[src/include/privilege_mode_pkg.sv]
// Constants and decode helpers for the privilege and address-mode checker
package privilege_mode_pkg;

    // Register byte offsets
    localparam logic [7:0] CTRL_OFF = 8'h00;
    localparam logic [7:0] IRQ_STAT_OFF = 8'h04;
    localparam logic [7:0] IRQ_MASK_OFF = 8'h08;
    localparam logic [7:0] MODE_OFF = 8'h0C;
    localparam logic [7:0] ERR_LO_OFF = 8'h10;
    localparam logic [7:0] ERR_HI_OFF = 8'h14;

    // Control register field positions
    localparam int EXL_BIT = 1;
    localparam int ERL_BIT = 2;
    localparam int KSU_LSB = 3;
    localparam int UX_BIT = 5;
    localparam int SX_BIT = 6;
    localparam int KX_BIT = 7;
    localparam int XX_BIT = 31;

    // Reset leaves the core at error level, hence kernel
    localparam logic [31:0] CTRL_RESET = 32'h0000_0004;

    // Privilege encodings, same as the select field
    localparam logic [1:0] PRIV_KERNEL = 2'h0;
    localparam logic [1:0] PRIV_SUPER = 2'h1;
    localparam logic [1:0] PRIV_USER = 2'h2;

    // Interrupt status layout
    localparam int IRQ_W = 2;
    localparam int IRQ_FETCH_BIT = 0;
    localparam int IRQ_DATA_BIT = 1;
    localparam logic [IRQ_W-1:0] IRQ_RESET = 2'h0;

    // Mode readback layout
    localparam int MODE_PRIV_LSB = 0;
    localparam int MODE_WIDE_BIT = 2;
    localparam int MODE_L3_BIT = 3;
    localparam int MODE_L4_BIT = 4;

    // Privilege level from the control word
    function automatic logic [1:0] priv_decode(input logic [31:0] c);
        logic [1:0] privilege_select_field;
        privilege_select_field = c[KSU_LSB +: 2];
        if (c[ERL_BIT] | c[EXL_BIT])
            priv_decode = PRIV_KERNEL;
        else if (privilege_select_field == PRIV_USER)
            priv_decode = PRIV_USER;
        else if (privilege_select_field == PRIV_SUPER)
            priv_decode = PRIV_SUPER;
        else
            priv_decode = PRIV_KERNEL;
    endfunction

endpackage

[src/address_region_check.sv]
// Virtual address legality check for the current privilege and width
`timescale 1ns/10ps
module address_region_check
(
    input wire logic [1:0] priv_i,
    input wire logic wide_i,
    input wire logic user_wide_i,
    input wire logic fetch_i,
    input wire logic [63:0] vaddr_i,
    output logic error_o
);
    wire fetch_bad = fetch_i & (|vaddr_i[63:31]);
    // Narrow mode: high word must copy bit 31
    wire narrow_ext_ok = (vaddr_i[63:32] == {32{vaddr_i[31]}});
    wire sign_ext_ok = (vaddr_i[58:44] == {15{vaddr_i[43]}});
    wire [1:0] region = vaddr_i[63:62];
    wire is_user = (priv_i == privilege_mode_pkg::PRIV_USER);
    wire is_super = (priv_i == privilege_mode_pkg::PRIV_SUPER);
    wire user32_bad = vaddr_i[31];
    wire user64_bad = |vaddr_i[63:44];
    // narrow supervisor: user or supervisor segment
    wire sup32_ok = ~vaddr_i[31] | (vaddr_i[31:29] == 3'h6);
    wire xsuseg_ok = (region == 2'h0) & ~(|vaddr_i[61:44]) & (user_wide_i | ~(|vaddr_i[43:31]));
    wire xsseg_ok = (region == 2'h1) & ~(|vaddr_i[61:44]);
    wire csseg_ok = (&vaddr_i[63:32]) & (vaddr_i[31:29] == 3'h6);
    wire sup64_ok = xsuseg_ok | xsseg_ok | csseg_ok;
    // kernel: unmapped region exempt from sign rule
    wire kern64_ok = (region == 2'h2) | sign_ext_ok;
    logic mode_bad;

    always_comb
    begin
        mode_bad = 1'b0;
        if (!wide_i)
        begin
            if (!narrow_ext_ok)
                mode_bad = 1'b1;
            else if (is_user)
                mode_bad = user32_bad;
            else if (is_super)
                mode_bad = ~sup32_ok;
        end
        else
        begin
            if (is_user)
                mode_bad = user64_bad;
            else if (is_super)
                mode_bad = ~sup64_ok;
            else
                mode_bad = ~kern64_ok;
        end
    end

    assign error_o = fetch_bad | mode_bad;
endmodule // address_region_check

[src/privilege_mode_check.sv]
// Privilege and addressing mode decode with address error check
//
// Summary of operation
// - With both level flags clear, select field 10 gives user, 01 supervisor and 00 kernel, set by software.
// - Error level (bit 2) or exception level (bit 1) forces kernel, all levels on, kernel wide bit picks width.
// - Kernel accepts every instruction and is 64-bit only when the kernel wide bit (bit 7) is set.
// - Supervisor always enables the newest level; its wide bit (bit 6) enables 64-bit and third-level together.
// - User wide bit (bit 5) gives 64-bit and third level; user extension bit (bit 31) gives newest level.
// - Kernel software may read and write every field of the control register.
// - Address bits 43:0 translate, 63:62 select region, 58:44 must copy bit 43 in mapped regions for the wide kernel.
// - User reaches only the user segment, narrow or wide.
// - Supervisor reaches user regions plus its own segment or the wide supervisor segments.
// - Wide kernel reaches every region except mapped ones where bits 58:44 are not a sign extension.
// - A fetch with any of the upper 33 address bits set is an address error.
// - Narrow user addressing errors on any address with its top bit set.
// - Wide user addressing errors when bits 63:44 are not all zero.
//
// Design decisions made here: the placing of the registers and register access over AHB-Lite.
`timescale 1ns/10ps
module privilege_mode_check
#(
    parameter int REG_ADDR_BITS = 8
)
(
    input wire logic clk_i,
    input wire logic reset_i,
    // AHB-Lite slave
    input wire logic hsel_i,
    input wire logic [31:0] haddr_i,
    input wire logic [1:0] htrans_i,
    input wire logic hwrite_i,
    input wire logic [2:0] hsize_i,
    input wire logic [31:0] hwdata_i,
    input wire logic hready_i,
    output logic [31:0] hrdata_o,
    output logic hreadyout_o,
    output logic hresp_o,
    // Pipeline level events
    input wire logic exc_enter_i,
    input wire logic err_enter_i,
    input wire logic level_return_i,
    // Address check request
    input wire logic chk_valid_i,
    input wire logic chk_fetch_i,
    input wire logic [63:0] chk_vaddr_i,
    // Decoded mode
    output logic [1:0] priv_level_o,
    output logic wide_addr_o,
    output logic isa_level3_en_o,
    output logic isa_level4_en_o,
    // Check answer
    output logic chk_done_o,
    output logic addr_error_o,
    output logic irq_o
);
    // Offsets up to the last error word need five bits
    if (REG_ADDR_BITS < 5 || REG_ADDR_BITS > 8)
    begin : g_addr_bits_check
        $error("REG_ADDR_BITS must be 5 to 8");
    end

    localparam int IRQ_W_L = privilege_mode_pkg::IRQ_W;

    // Stored state
    logic [31:0] ctrl_r;
    logic [31:0] ctrl_nxt;
    logic [IRQ_W_L-1:0] stat_r;
    logic [IRQ_W_L-1:0] stat_nxt;
    logic [IRQ_W_L-1:0] mask_r;
    logic [IRQ_W_L-1:0] mask_nxt;
    logic [63:0] err_addr_r;
    logic [31:0] hrdata_r;
    logic wr_pend_r;
    logic [7:0] wr_addr_r;
    logic [1:0] priv_r;
    logic wide_r;
    logic l3_r;
    logic l4_r;
    logic done_r;
    logic err_r;

    // Bus decode
    wire addr_phase = hsel_i & htrans_i[1] & hready_i;
    wire [7:0] req_addr = {{(8-REG_ADDR_BITS){1'b0}}, haddr_i[REG_ADDR_BITS-1:0]};
    wire addr_in_range = ~(|haddr_i[31:REG_ADDR_BITS]);
    wire [7:0] ph_addr = addr_in_range ? req_addr : 8'hFF;
    wire wr_go = wr_pend_r;
    wire wr_ctrl = wr_go & (wr_addr_r == privilege_mode_pkg::CTRL_OFF);
    wire wr_stat = wr_go & (wr_addr_r == privilege_mode_pkg::IRQ_STAT_OFF);
    wire wr_mask = wr_go & (wr_addr_r == privilege_mode_pkg::IRQ_MASK_OFF);

    // Address check against current mode
    logic chk_bad;

    address_region_check u_check
    (
        .priv_i(priv_r),
        .wide_i(wide_r),
        .user_wide_i(ctrl_r[privilege_mode_pkg::UX_BIT]),
        .fetch_i(chk_fetch_i),
        .vaddr_i(chk_vaddr_i),
        .error_o(chk_bad)
    );

    wire chk_err = chk_valid_i & chk_bad;
    wire ev_fetch = chk_err & chk_fetch_i;
    wire ev_data = chk_err & ~chk_fetch_i;
    wire [IRQ_W_L-1:0] ev_set = {ev_data, ev_fetch};

    // Control word update
    always_comb
    begin
        ctrl_nxt = ctrl_r;
        if (wr_ctrl)
            ctrl_nxt = hwdata_i;
        // Hardware level changes win over software
        if (level_return_i)
        begin
            if (ctrl_nxt[privilege_mode_pkg::ERL_BIT])
                ctrl_nxt[privilege_mode_pkg::ERL_BIT] = 1'b0;
            else
                ctrl_nxt[privilege_mode_pkg::EXL_BIT] = 1'b0;
        end
        if (exc_enter_i)
            ctrl_nxt[privilege_mode_pkg::EXL_BIT] = 1'b1;
        if (err_enter_i)
            ctrl_nxt[privilege_mode_pkg::ERL_BIT] = 1'b1;
    end

    // Write one to clear, new event wins
    wire [IRQ_W_L-1:0] stat_clr = wr_stat ? hwdata_i[IRQ_W_L-1:0] : {IRQ_W_L{1'b0}};
    assign stat_nxt = (stat_r & ~stat_clr) | ev_set;
    assign mask_nxt = wr_mask ? hwdata_i[IRQ_W_L-1:0] : mask_r;

    wire [1:0] priv_nxt = privilege_mode_pkg::priv_decode(ctrl_nxt);
    wire is_k = (priv_nxt == privilege_mode_pkg::PRIV_KERNEL);
    wire is_s = (priv_nxt == privilege_mode_pkg::PRIV_SUPER);
    wire kx = ctrl_nxt[privilege_mode_pkg::KX_BIT];
    wire sx = ctrl_nxt[privilege_mode_pkg::SX_BIT];
    wire ux = ctrl_nxt[privilege_mode_pkg::UX_BIT];
    wire xx = ctrl_nxt[privilege_mode_pkg::XX_BIT];
    logic wide_nxt;
    logic l3_nxt;
    logic l4_nxt;

    always_comb
    begin
        if (is_k)
        begin
            wide_nxt = kx;
            l3_nxt = 1'b1;
            l4_nxt = 1'b1;
        end
        else if (is_s)
        begin
            wide_nxt = sx;
            l3_nxt = sx;
            l4_nxt = 1'b1;
        end
        else
        begin
            wide_nxt = ux;
            l3_nxt = ux;
            l4_nxt = xx;
        end
    end

    // Read mux uses next values so a read after a write sees it
    wire [31:0] mode_word = {27'h0, l4_nxt, l3_nxt, wide_nxt, priv_nxt};
    logic [31:0] rd_val;

    always_comb
    begin
        case (ph_addr)
            privilege_mode_pkg::CTRL_OFF: rd_val = ctrl_nxt;
            privilege_mode_pkg::IRQ_STAT_OFF: rd_val = {{(32-IRQ_W_L){1'b0}}, stat_nxt};
            privilege_mode_pkg::IRQ_MASK_OFF: rd_val = {{(32-IRQ_W_L){1'b0}}, mask_nxt};
            privilege_mode_pkg::MODE_OFF: rd_val = mode_word;
            privilege_mode_pkg::ERR_LO_OFF: rd_val = err_addr_r[31:0];
            privilege_mode_pkg::ERR_HI_OFF: rd_val = err_addr_r[63:32];
            default: rd_val = 32'h0000_0000;
        endcase
    end

    // Bus phase tracking
    always_ff @(posedge clk_i or posedge reset_i)
    begin
        if (reset_i)
        begin
            wr_pend_r <= 1'b0;
            wr_addr_r <= 8'h00;
            hrdata_r <= 32'h0000_0000;
        end
        else
        begin
            wr_pend_r <= addr_phase & hwrite_i;
            if (addr_phase)
                wr_addr_r <= ph_addr;
            if (addr_phase & ~hwrite_i)
                hrdata_r <= rd_val;
        end
    end

    // Register file
    always_ff @(posedge clk_i or posedge reset_i)
    begin
        if (reset_i)
        begin
            ctrl_r <= privilege_mode_pkg::CTRL_RESET;
            stat_r <= privilege_mode_pkg::IRQ_RESET;
            mask_r <= privilege_mode_pkg::IRQ_RESET;
        end
        else
        begin
            ctrl_r <= ctrl_nxt;
            stat_r <= stat_nxt;
            mask_r <= mask_nxt;
        end
    end

    always_ff @(posedge clk_i or posedge reset_i)
    begin
        if (reset_i)
        begin
            priv_r <= privilege_mode_pkg::PRIV_KERNEL;
            wide_r <= 1'b0;
            l3_r <= 1'b1;
            l4_r <= 1'b1;
        end
        else
        begin
            priv_r <= priv_nxt;
            wide_r <= wide_nxt;
            l3_r <= l3_nxt;
            l4_r <= l4_nxt;
        end
    end

    // Check answer, one cycle after the request
    always_ff @(posedge clk_i or posedge reset_i)
    begin
        if (reset_i)
        begin
            done_r <= 1'b0;
            err_r <= 1'b0;
            err_addr_r <= 64'h0000_0000_0000_0000;
        end
        else
        begin
            done_r <= chk_valid_i;
            err_r <= chk_err;
            if (chk_err)
                err_addr_r <= chk_vaddr_i;
        end
    end

    // Zero wait state slave, always OKAY
    assign hreadyout_o = 1'b1;
    assign hresp_o = 1'b0;
    assign hrdata_o = hrdata_r;
    assign priv_level_o = priv_r;
    assign wide_addr_o = wide_r;
    assign isa_level3_en_o = l3_r;
    assign isa_level4_en_o = l4_r;
    assign chk_done_o = done_r;
    assign addr_error_o = err_r;
    assign irq_o = |(stat_r & mask_r);
endmodule // privilege_mode_check

[config.mk]
export PLATFORM = sky130hd
export DESIGN_NAME = privilege_mode_check
export DESIGN_NICKNAME = d
export VERILOG_FILES = /design/src/include/privilege_mode_pkg.sv /design/src/address_region_check.sv /design/src/privilege_mode_check.sv
export SDC_FILE = /design/constraint.sdc
export NUM_CORES = 1
export LEC_CHECK = 0
export BUFFER_PORTS_ARGS = -buffer_cell sky130_fd_sc_hd__buf_4
export CAP_MARGIN = 0
export CORE_ASPECT_RATIO = 0.75
export CORE_MARGIN = 5
export CORE_UTILIZATION = 52
export CTS_BUF_LIST = sky130_fd_sc_hd__clkbuf_16
export DETAILED_ROUTE_END_ITERATION = 16
export PLACE_DENSITY = 0.83
export SYNTH_ARGS = -nofsm -noshare
export SYNTH_HDL_FRONTEND = slang
export SYNTH_HIERARCHICAL = 1
export SYNTH_SLANG_ARGS = --single-unit
[constraint.sdc]
create_clock -name clk_i -period 6.03 [get_ports clk_i]
set_input_delay 1.206 -clock clk_i [delete_from_list [all_inputs] [get_ports clk_i]]
set_output_delay 1.206 -clock clk_i [all_outputs]
set_load 0.01 [all_outputs]
# After elaboration in Yosys (flattened, before gate mapping)

Cells that the tools add are included.

Logic and storage cells: 98
Output and inout bits: 42
Input bits: 143
Bits in registers: 148

Equality and inequality tests: 17
Bitwise gates (word level): 34
Muxes and demuxes: 23
Reductions and logical operators: 11

Operators with widths:

| cell                 | number |
|---|---|
| $pmux W32 S6         | 1 |
| $reduce_or A33 Y1    | 1 |
| $eq A32 B32 Y1       | 1 |
| $mux W32             | 1 |
| $reduce_and A32 Y1   | 1 |
| $eq A8 B4 Y1 const B | 3 |
| $reduce_or A24 Y1    | 1 |
| $reduce_or A20 Y1    | 1 |
| $reduce_or A18 Y1    | 1 |
| $eq A8 B3 Y1 const B | 2 |
| $eq A8 B5 Y1 const B | 2 |
| $logic_not A8 Y1     | 2 |
| $and A1 B1 Y1        | 15 |
| $eq A15 B15 Y1       | 1 |
| $mux W1              | 15 |
| $reduce_or A13 Y1    | 1 |
| $mux W2              | 5 |
| $eq A2 B1 Y1 const B | 4 |
| $mux W8              | 1 |
| $not A1 Y1           | 8 |
| $or A1 B1 Y1         | 7 |
| $eq A2 B2 Y1 const B | 3 |
| $and A2 B2 Y2        | 2 |
| $logic_not A2 Y1     | 2 |
| other kinds (4)      | 4 |

# Logic depth before layout (Yosys ltp)

Depth in word-level cells: 15
Depth in mapped cells: 13
Mapped depth without buffers: 12

# By module

The synthesis kept the hierarchy.

By module, submodules not included:

| module               | seq. area each (µm²) | times used | cells an instance | area each (µm²) |
|---|---|---|---|---|
| privilege_mode_check | 3707.3               | 1          | 500               | 6273.5 |
| address_region_check | 0.0                  | 1          | 57                | 370.4 |

# Least setup slack after synthesis

OpenSTA, ideal clock, no wires.

Path kind: in2reg
From: input port chk_vaddr_i[38]
To: register err_addr_r[0]
Library setup time: 125 ps
Buffers on the path: 3
Stages: 10
Setup slack: 2604 ps
Arrival time: 3301 ps
Data required time: 5905 ps
Path through: or4_4 -> nor4_4 -> a311oi_1 -> o2111ai_1 -> nand4_1 -> and2_1 -> clkbuf_1 -> clkbuf_1 -> clkbuf_1 -> mux2_2

Longest elaborated chain between the ends: 12
Elaborated cells on any way between the ends: 18
Classes of those cells: eq/ne: 1; mux: 4; bitwise: 10; reduce/logical: 3

Ends and longest elaborated chain:

| what                       | RTL line                    | RTL |
|---|---|---|
| start, declared            | privilege_mode_check.sv:45  | `input wire logic [63:0] chk_vaddr_i,` |
| $reduce_or A13 Y1          | address_region_check.sv:23  | `wire xsuseg_ok = (region == 2'h0) & ~(\|vaddr_i[61:44]) & (user_wide_i \| ~(\|vaddr_i[43:31]));` |
| $not A1 Y1                 | address_region_check.sv:23  |  |
| $or A1 B1 Y1               | address_region_check.sv:23  |  |
| $and A1 B1 Y1              | address_region_check.sv:23  |  |
| $or A1 B1 Y1 (2 in series) | address_region_check.sv:26  | `wire sup64_ok = xsuseg_ok \| xsseg_ok \| csseg_ok;` |
| $not A1 Y1                 | address_region_check.sv:48  | `mode_bad = ~sup64_ok;` |
| $mux W1                    | address_region_check.sv:47  | `else if (is_super)` |
| $mux W1                    | address_region_check.sv:45  | `if (is_user)` |
| $mux W1                    | address_region_check.sv:34  | `if (!wide_i)` |
| $or A1 B1 Y1 *             | address_region_check.sv:54  | `assign error_o = fetch_bad \| mode_bad;` |
| named net chk_bad          | privilege_mode_check.sv:93  | `logic chk_bad;` |
| $and A1 B1 Y1 *            | privilege_mode_check.sv:105 | `wire chk_err = chk_valid_i & chk_bad;` |
| end signal, assigned       | privilege_mode_check.sv:253 | `err_addr_r <= chk_vaddr_i;` |
| end, declared              | privilege_mode_check.sv:71  | `logic [63:0] err_addr_r;` |

The timed path passes the listed nets; every way through them passes the cells marked *.
A chain may end at the register's enable or synchronous reset.

# Final worst setup path

From: input port chk_vaddr_i[38]
To: register hrdata_r[0], in the netlist hrdata_o[0]

Longest elaborated chain between the ends: 15
Elaborated cells on any way between the ends: 21
Classes of those cells: eq/ne: 1; mux: 5; bitwise: 12; reduce/logical: 3

Ends and longest elaborated chain:

| what                       | RTL line                    | RTL |
|---|---|---|
| $reduce_or A13 Y1          | address_region_check.sv:23  |  |
| $not A1 Y1                 | address_region_check.sv:23  |  |
| $or A1 B1 Y1               | address_region_check.sv:23  |  |
| $and A1 B1 Y1              | address_region_check.sv:23  |  |
| $or A1 B1 Y1 (2 in series) | address_region_check.sv:26  |  |
| $not A1 Y1                 | address_region_check.sv:48  |  |
| $mux W1                    | address_region_check.sv:47  |  |
| $mux W1                    | address_region_check.sv:45  |  |
| $mux W1                    | address_region_check.sv:34  |  |
| $or A1 B1 Y1 *             | address_region_check.sv:54  |  |
| named net chk_bad          | privilege_mode_check.sv:93  |  |
| $and A1 B1 Y1 *            | privilege_mode_check.sv:105 |  |
| $and A1 B1 Y1 *            | privilege_mode_check.sv:106 | `wire ev_fetch = chk_err & chk_fetch_i;` |
| $or A2 B2 Y2 *             | privilege_mode_check.sv:132 | `assign stat_nxt = (stat_r & ~stat_clr) \| ev_set;` |
| named net stat_nxt[0]      | privilege_mode_check.sv:68  | `logic [IRQ_W_L-1:0] stat_nxt;` |
| $pmux W32 S6 *             | privilege_mode_check.sv:174 | `case (ph_addr)` |
| end signal, assigned       | privilege_mode_check.sv:200 | `hrdata_r <= rd_val;` |
| end, declared              | privilege_mode_check.sv:72  | `logic [31:0] hrdata_r;` |

Marks and branches as above.

==> run_results.csv <==
group,metric,value,unit
finish,final_cell_mix,"buf_4 (184), dfrtp_1 (145), mux2_2 (95)",
timing,fin_skew,0.0102,ns
drt,drtAntennaViolNets,0,
floorplan,initial_core_util,53.6,%
yosys,synth_top_cells_by_area,"dfrtp_1 (55%), mux2_2 (16%), a222oi_1 (4.5%)",
worst_setup_path,crit_path_max_fanout,45,
worst_hold_path,hp-class,"flop to flop",
outcome,status,"completed",
clock_tree,path_clk_slew,0.06,ns
clock_tree,cts_root_buf,"clkbuf_16",
place,dp_cells,872,
place,portBuffers,178,
place,dp_hpwl,13400,µm
finish,layout_commonest_cell,"buf_4",
global_routing,grt.total_usage,25.6,%
clock_tree,cts.sinks,148,
job,drv_cap,0,
worst_setup_path,rr_startpoint,"priv_level_o[0]",
pwr,p_leak,0.00379,µW
finish,syn_to_final_growth,30.3,%
yosys,synth_area_per_cell,11.9,µm²
drt,routed_via_density,6.04,
yosys,asyncSetResetFlopFracSynth,100,%
yosys,synth_edf_count,0,
floorplan,dieHeight,108,µm
worst_setup_path,crit_type,"input port to flop",
timing,hold_violations,0,
yosys,seq_area_frac_synth,55.8,%
drt,vias,5462,
yosys,yosys.area.top_type,"dfrtp_1",
worst_setup_path,setup.worst_path.end_class,"flop",
yosys,yosysTopAreaCellShare,54.6,%
floorplan,io_pins,185,
worst_setup_path,cp.arrival,4.00,ns
global_routing,grt_start_max_net_pins,92,
place,place_ws,1.90,ns
worst_setup_path,slowest_delay,0.54,ns
timing,fin_setup_tns,0,ns
timing,setup_viol_count_final,0,
drt,wirelength,19300,µm
pwr,irDropWorstVdd,0.197,mV
pwr,total_power,2320,µW
yosys,netlist_area,6640,µm²
worst_setup_path,crit_buf_inv,1,
clock_tree,clockBufferDepth,2,
clock_tree,htree_levels,4,
timing,finalCritPeriodShare,62.2,%
timing,drv_slew,0,
yosys,syn_nets,702,
finish,n_antenna_cell,0,
yosys,ys_ff_latch,148,
clock_tree,insertion_delay,0.43,ns
global_routing,grt-ovfl-total,0,
clock_tree,ctsResizeCount,0,
drt,drc_errors,0,
finish,drive_gt1_share,44.7,%
yosys,synth_cell_types,55,
floorplan,rows,35,
drt,drt-pass1-iter-count,6,
finish,stdcell_count,904,
timing,maxSlewHeadroom,19.2,%
worst_hold_path,hp-start,"hrdata_o[10]",
floorplan,die_area,15200,µm²
timing,min_period,3.75,ns
pwr,powerDensity,268,nW/µm²
global_routing,first_global_vias,5658,
clock_tree,cts_hold_buf,0,
clock_tree,cts_tree,"yes",
worst_setup_path,path_cells,"buf_4, or4_4, nor4_4, a311oi_1, o2111ai_1, nand4_1, and2_2, a21oi_1, a41oi_1, nor4b_1, nor4_1, o21ai_0",
timing,fmax,267,MHz
clock_tree,cts_setup_buffers,0,
place,dpl_cell_area,8110,µm²
yosys,synth_warnings,6,
floorplan,core-area,12400,µm²
worst_setup_path,critPathLaunchType,"input port",
yosys,synth_cells,557,
global_routing,antenna_found_initial,0,
worst_setup_path,cp_top_family,"simple AND/OR/NAND/NOR gates",
worst_setup_path,setup.worst_path.start,"chk_vaddr_i[38]",
finish,fin_area,8660,µm²
worst_setup_path,cp.required,6.28,ns
global_routing,grt_pass1_wl,30100,µm
worst_setup_path,cpMaxStageDelayCell,"or4_4",
timing,tightest_slew,1.21,ns
floorplan,dieWidth,141,µm
yosys,ys.flop_type,"dfrtp_1",
timing,rsz0062_at_grt,"false",
place,place_congestion,0.908,
drt,drt_iter0_drc,568,
timing,worst_slack,2.28,ns
finish,nets,870,
clock_tree,cts_made_buffers,17,
drt,wl_per_cell,21.3,µm
[worst min-delay path, stage by stage, from the launching register on]
cell,delay [ns]
dfrtp_1,0.34
nand2_1,0.04
o21ai_0,0.06
[per-stage QoR]
step                      hold WS, ns  utilization (%)
after global placement          0.470             65.4
after floorplan                 0.465                -
after global routing            0.505             69.9
after detailed placement        0.474             65.4
after CTS                       0.487             69.9
final                           0.483             69.9
[routing by layer]
metal  track usage [%]  vias to the layer above  routed length (µm)
met5                 0                        -                   0
met4              6.98                        0                 241
met3              7.90                       29                1830
met2              42.2                      291                9500
met1              33.0                     2717                7720
li1                  -                     2425                   -
[report_power, final]
group,internal [µW],leakage (µW),switching (µW)
clock network,535,0.000261,439
logic,135,0.00177,107
registers,1070,0.00177,39.0
total,1740,0.00379,585
[path summary, 6_finish.rpt]
path	end	slack, ns	cells past startpoint
worst min-delay path	hrdata_o[10]	0.48	2
worst min register to register	hrdata_o[10]	0.48	2
worst max-delay path	hrdata_o[0]	2.28	12
max in group asynchronous	wr_addr_r[5]	3.87	3
min in group asynchronous	err_addr_r[22]	0.91	2
worst max register to register	hrdata_o[0]	2.70	11
[cell type report]
cell class,count,area (µm²)
Timing Repair Buffer,184,1380
Clock buffer,17,425
Multi-Input combinational cell,363,2770
Tap cell,166,208
Inverter,11,46.3
Clock inverter,15,121
Fill cell,891,3740
Sequential cell,148,3710
[state kept, by name, summed over array words and instances, names as in the netlist]
name	cells
mask_r	2
wide_addr_o	1
chk_done_o	1
hrdata_o	32
wr_addr_r	8
err_addr_r	64
isa_level4_en_o	1
ctrl_r	32
wr_go	1
priv_level_o	2
addr_error_o	1
isa_level3_en_o	1
stat_r	2
[cells by family after synthesis]
kind of cell               share of synthesized area, %
and+or+nand+nor                                    13.2
DFF                                                55.8
other                                             0.113
adders and majority gates                         0.377
muxes                                              16.7
AOI/OAI and AO/OA                                  10.9
buffers and inverters                              2.84
[cells in the mapped netlist, types with 4 or more instances]
cell and n:
dfrtp_1 145, mux2_2 95, nand2_1 49, a222oi_1 30, o21ai_0 30, clkbuf_1 29, nor2_1 28, nor4_1 18
nand4_1 13, a21oi_1 12, inv_1 11, nand2b_1 11, nor3_1 8, nand3_1 6, or3_1 5, a22o_1 4
Note: power is estimated with default switching activity, not from simulation.
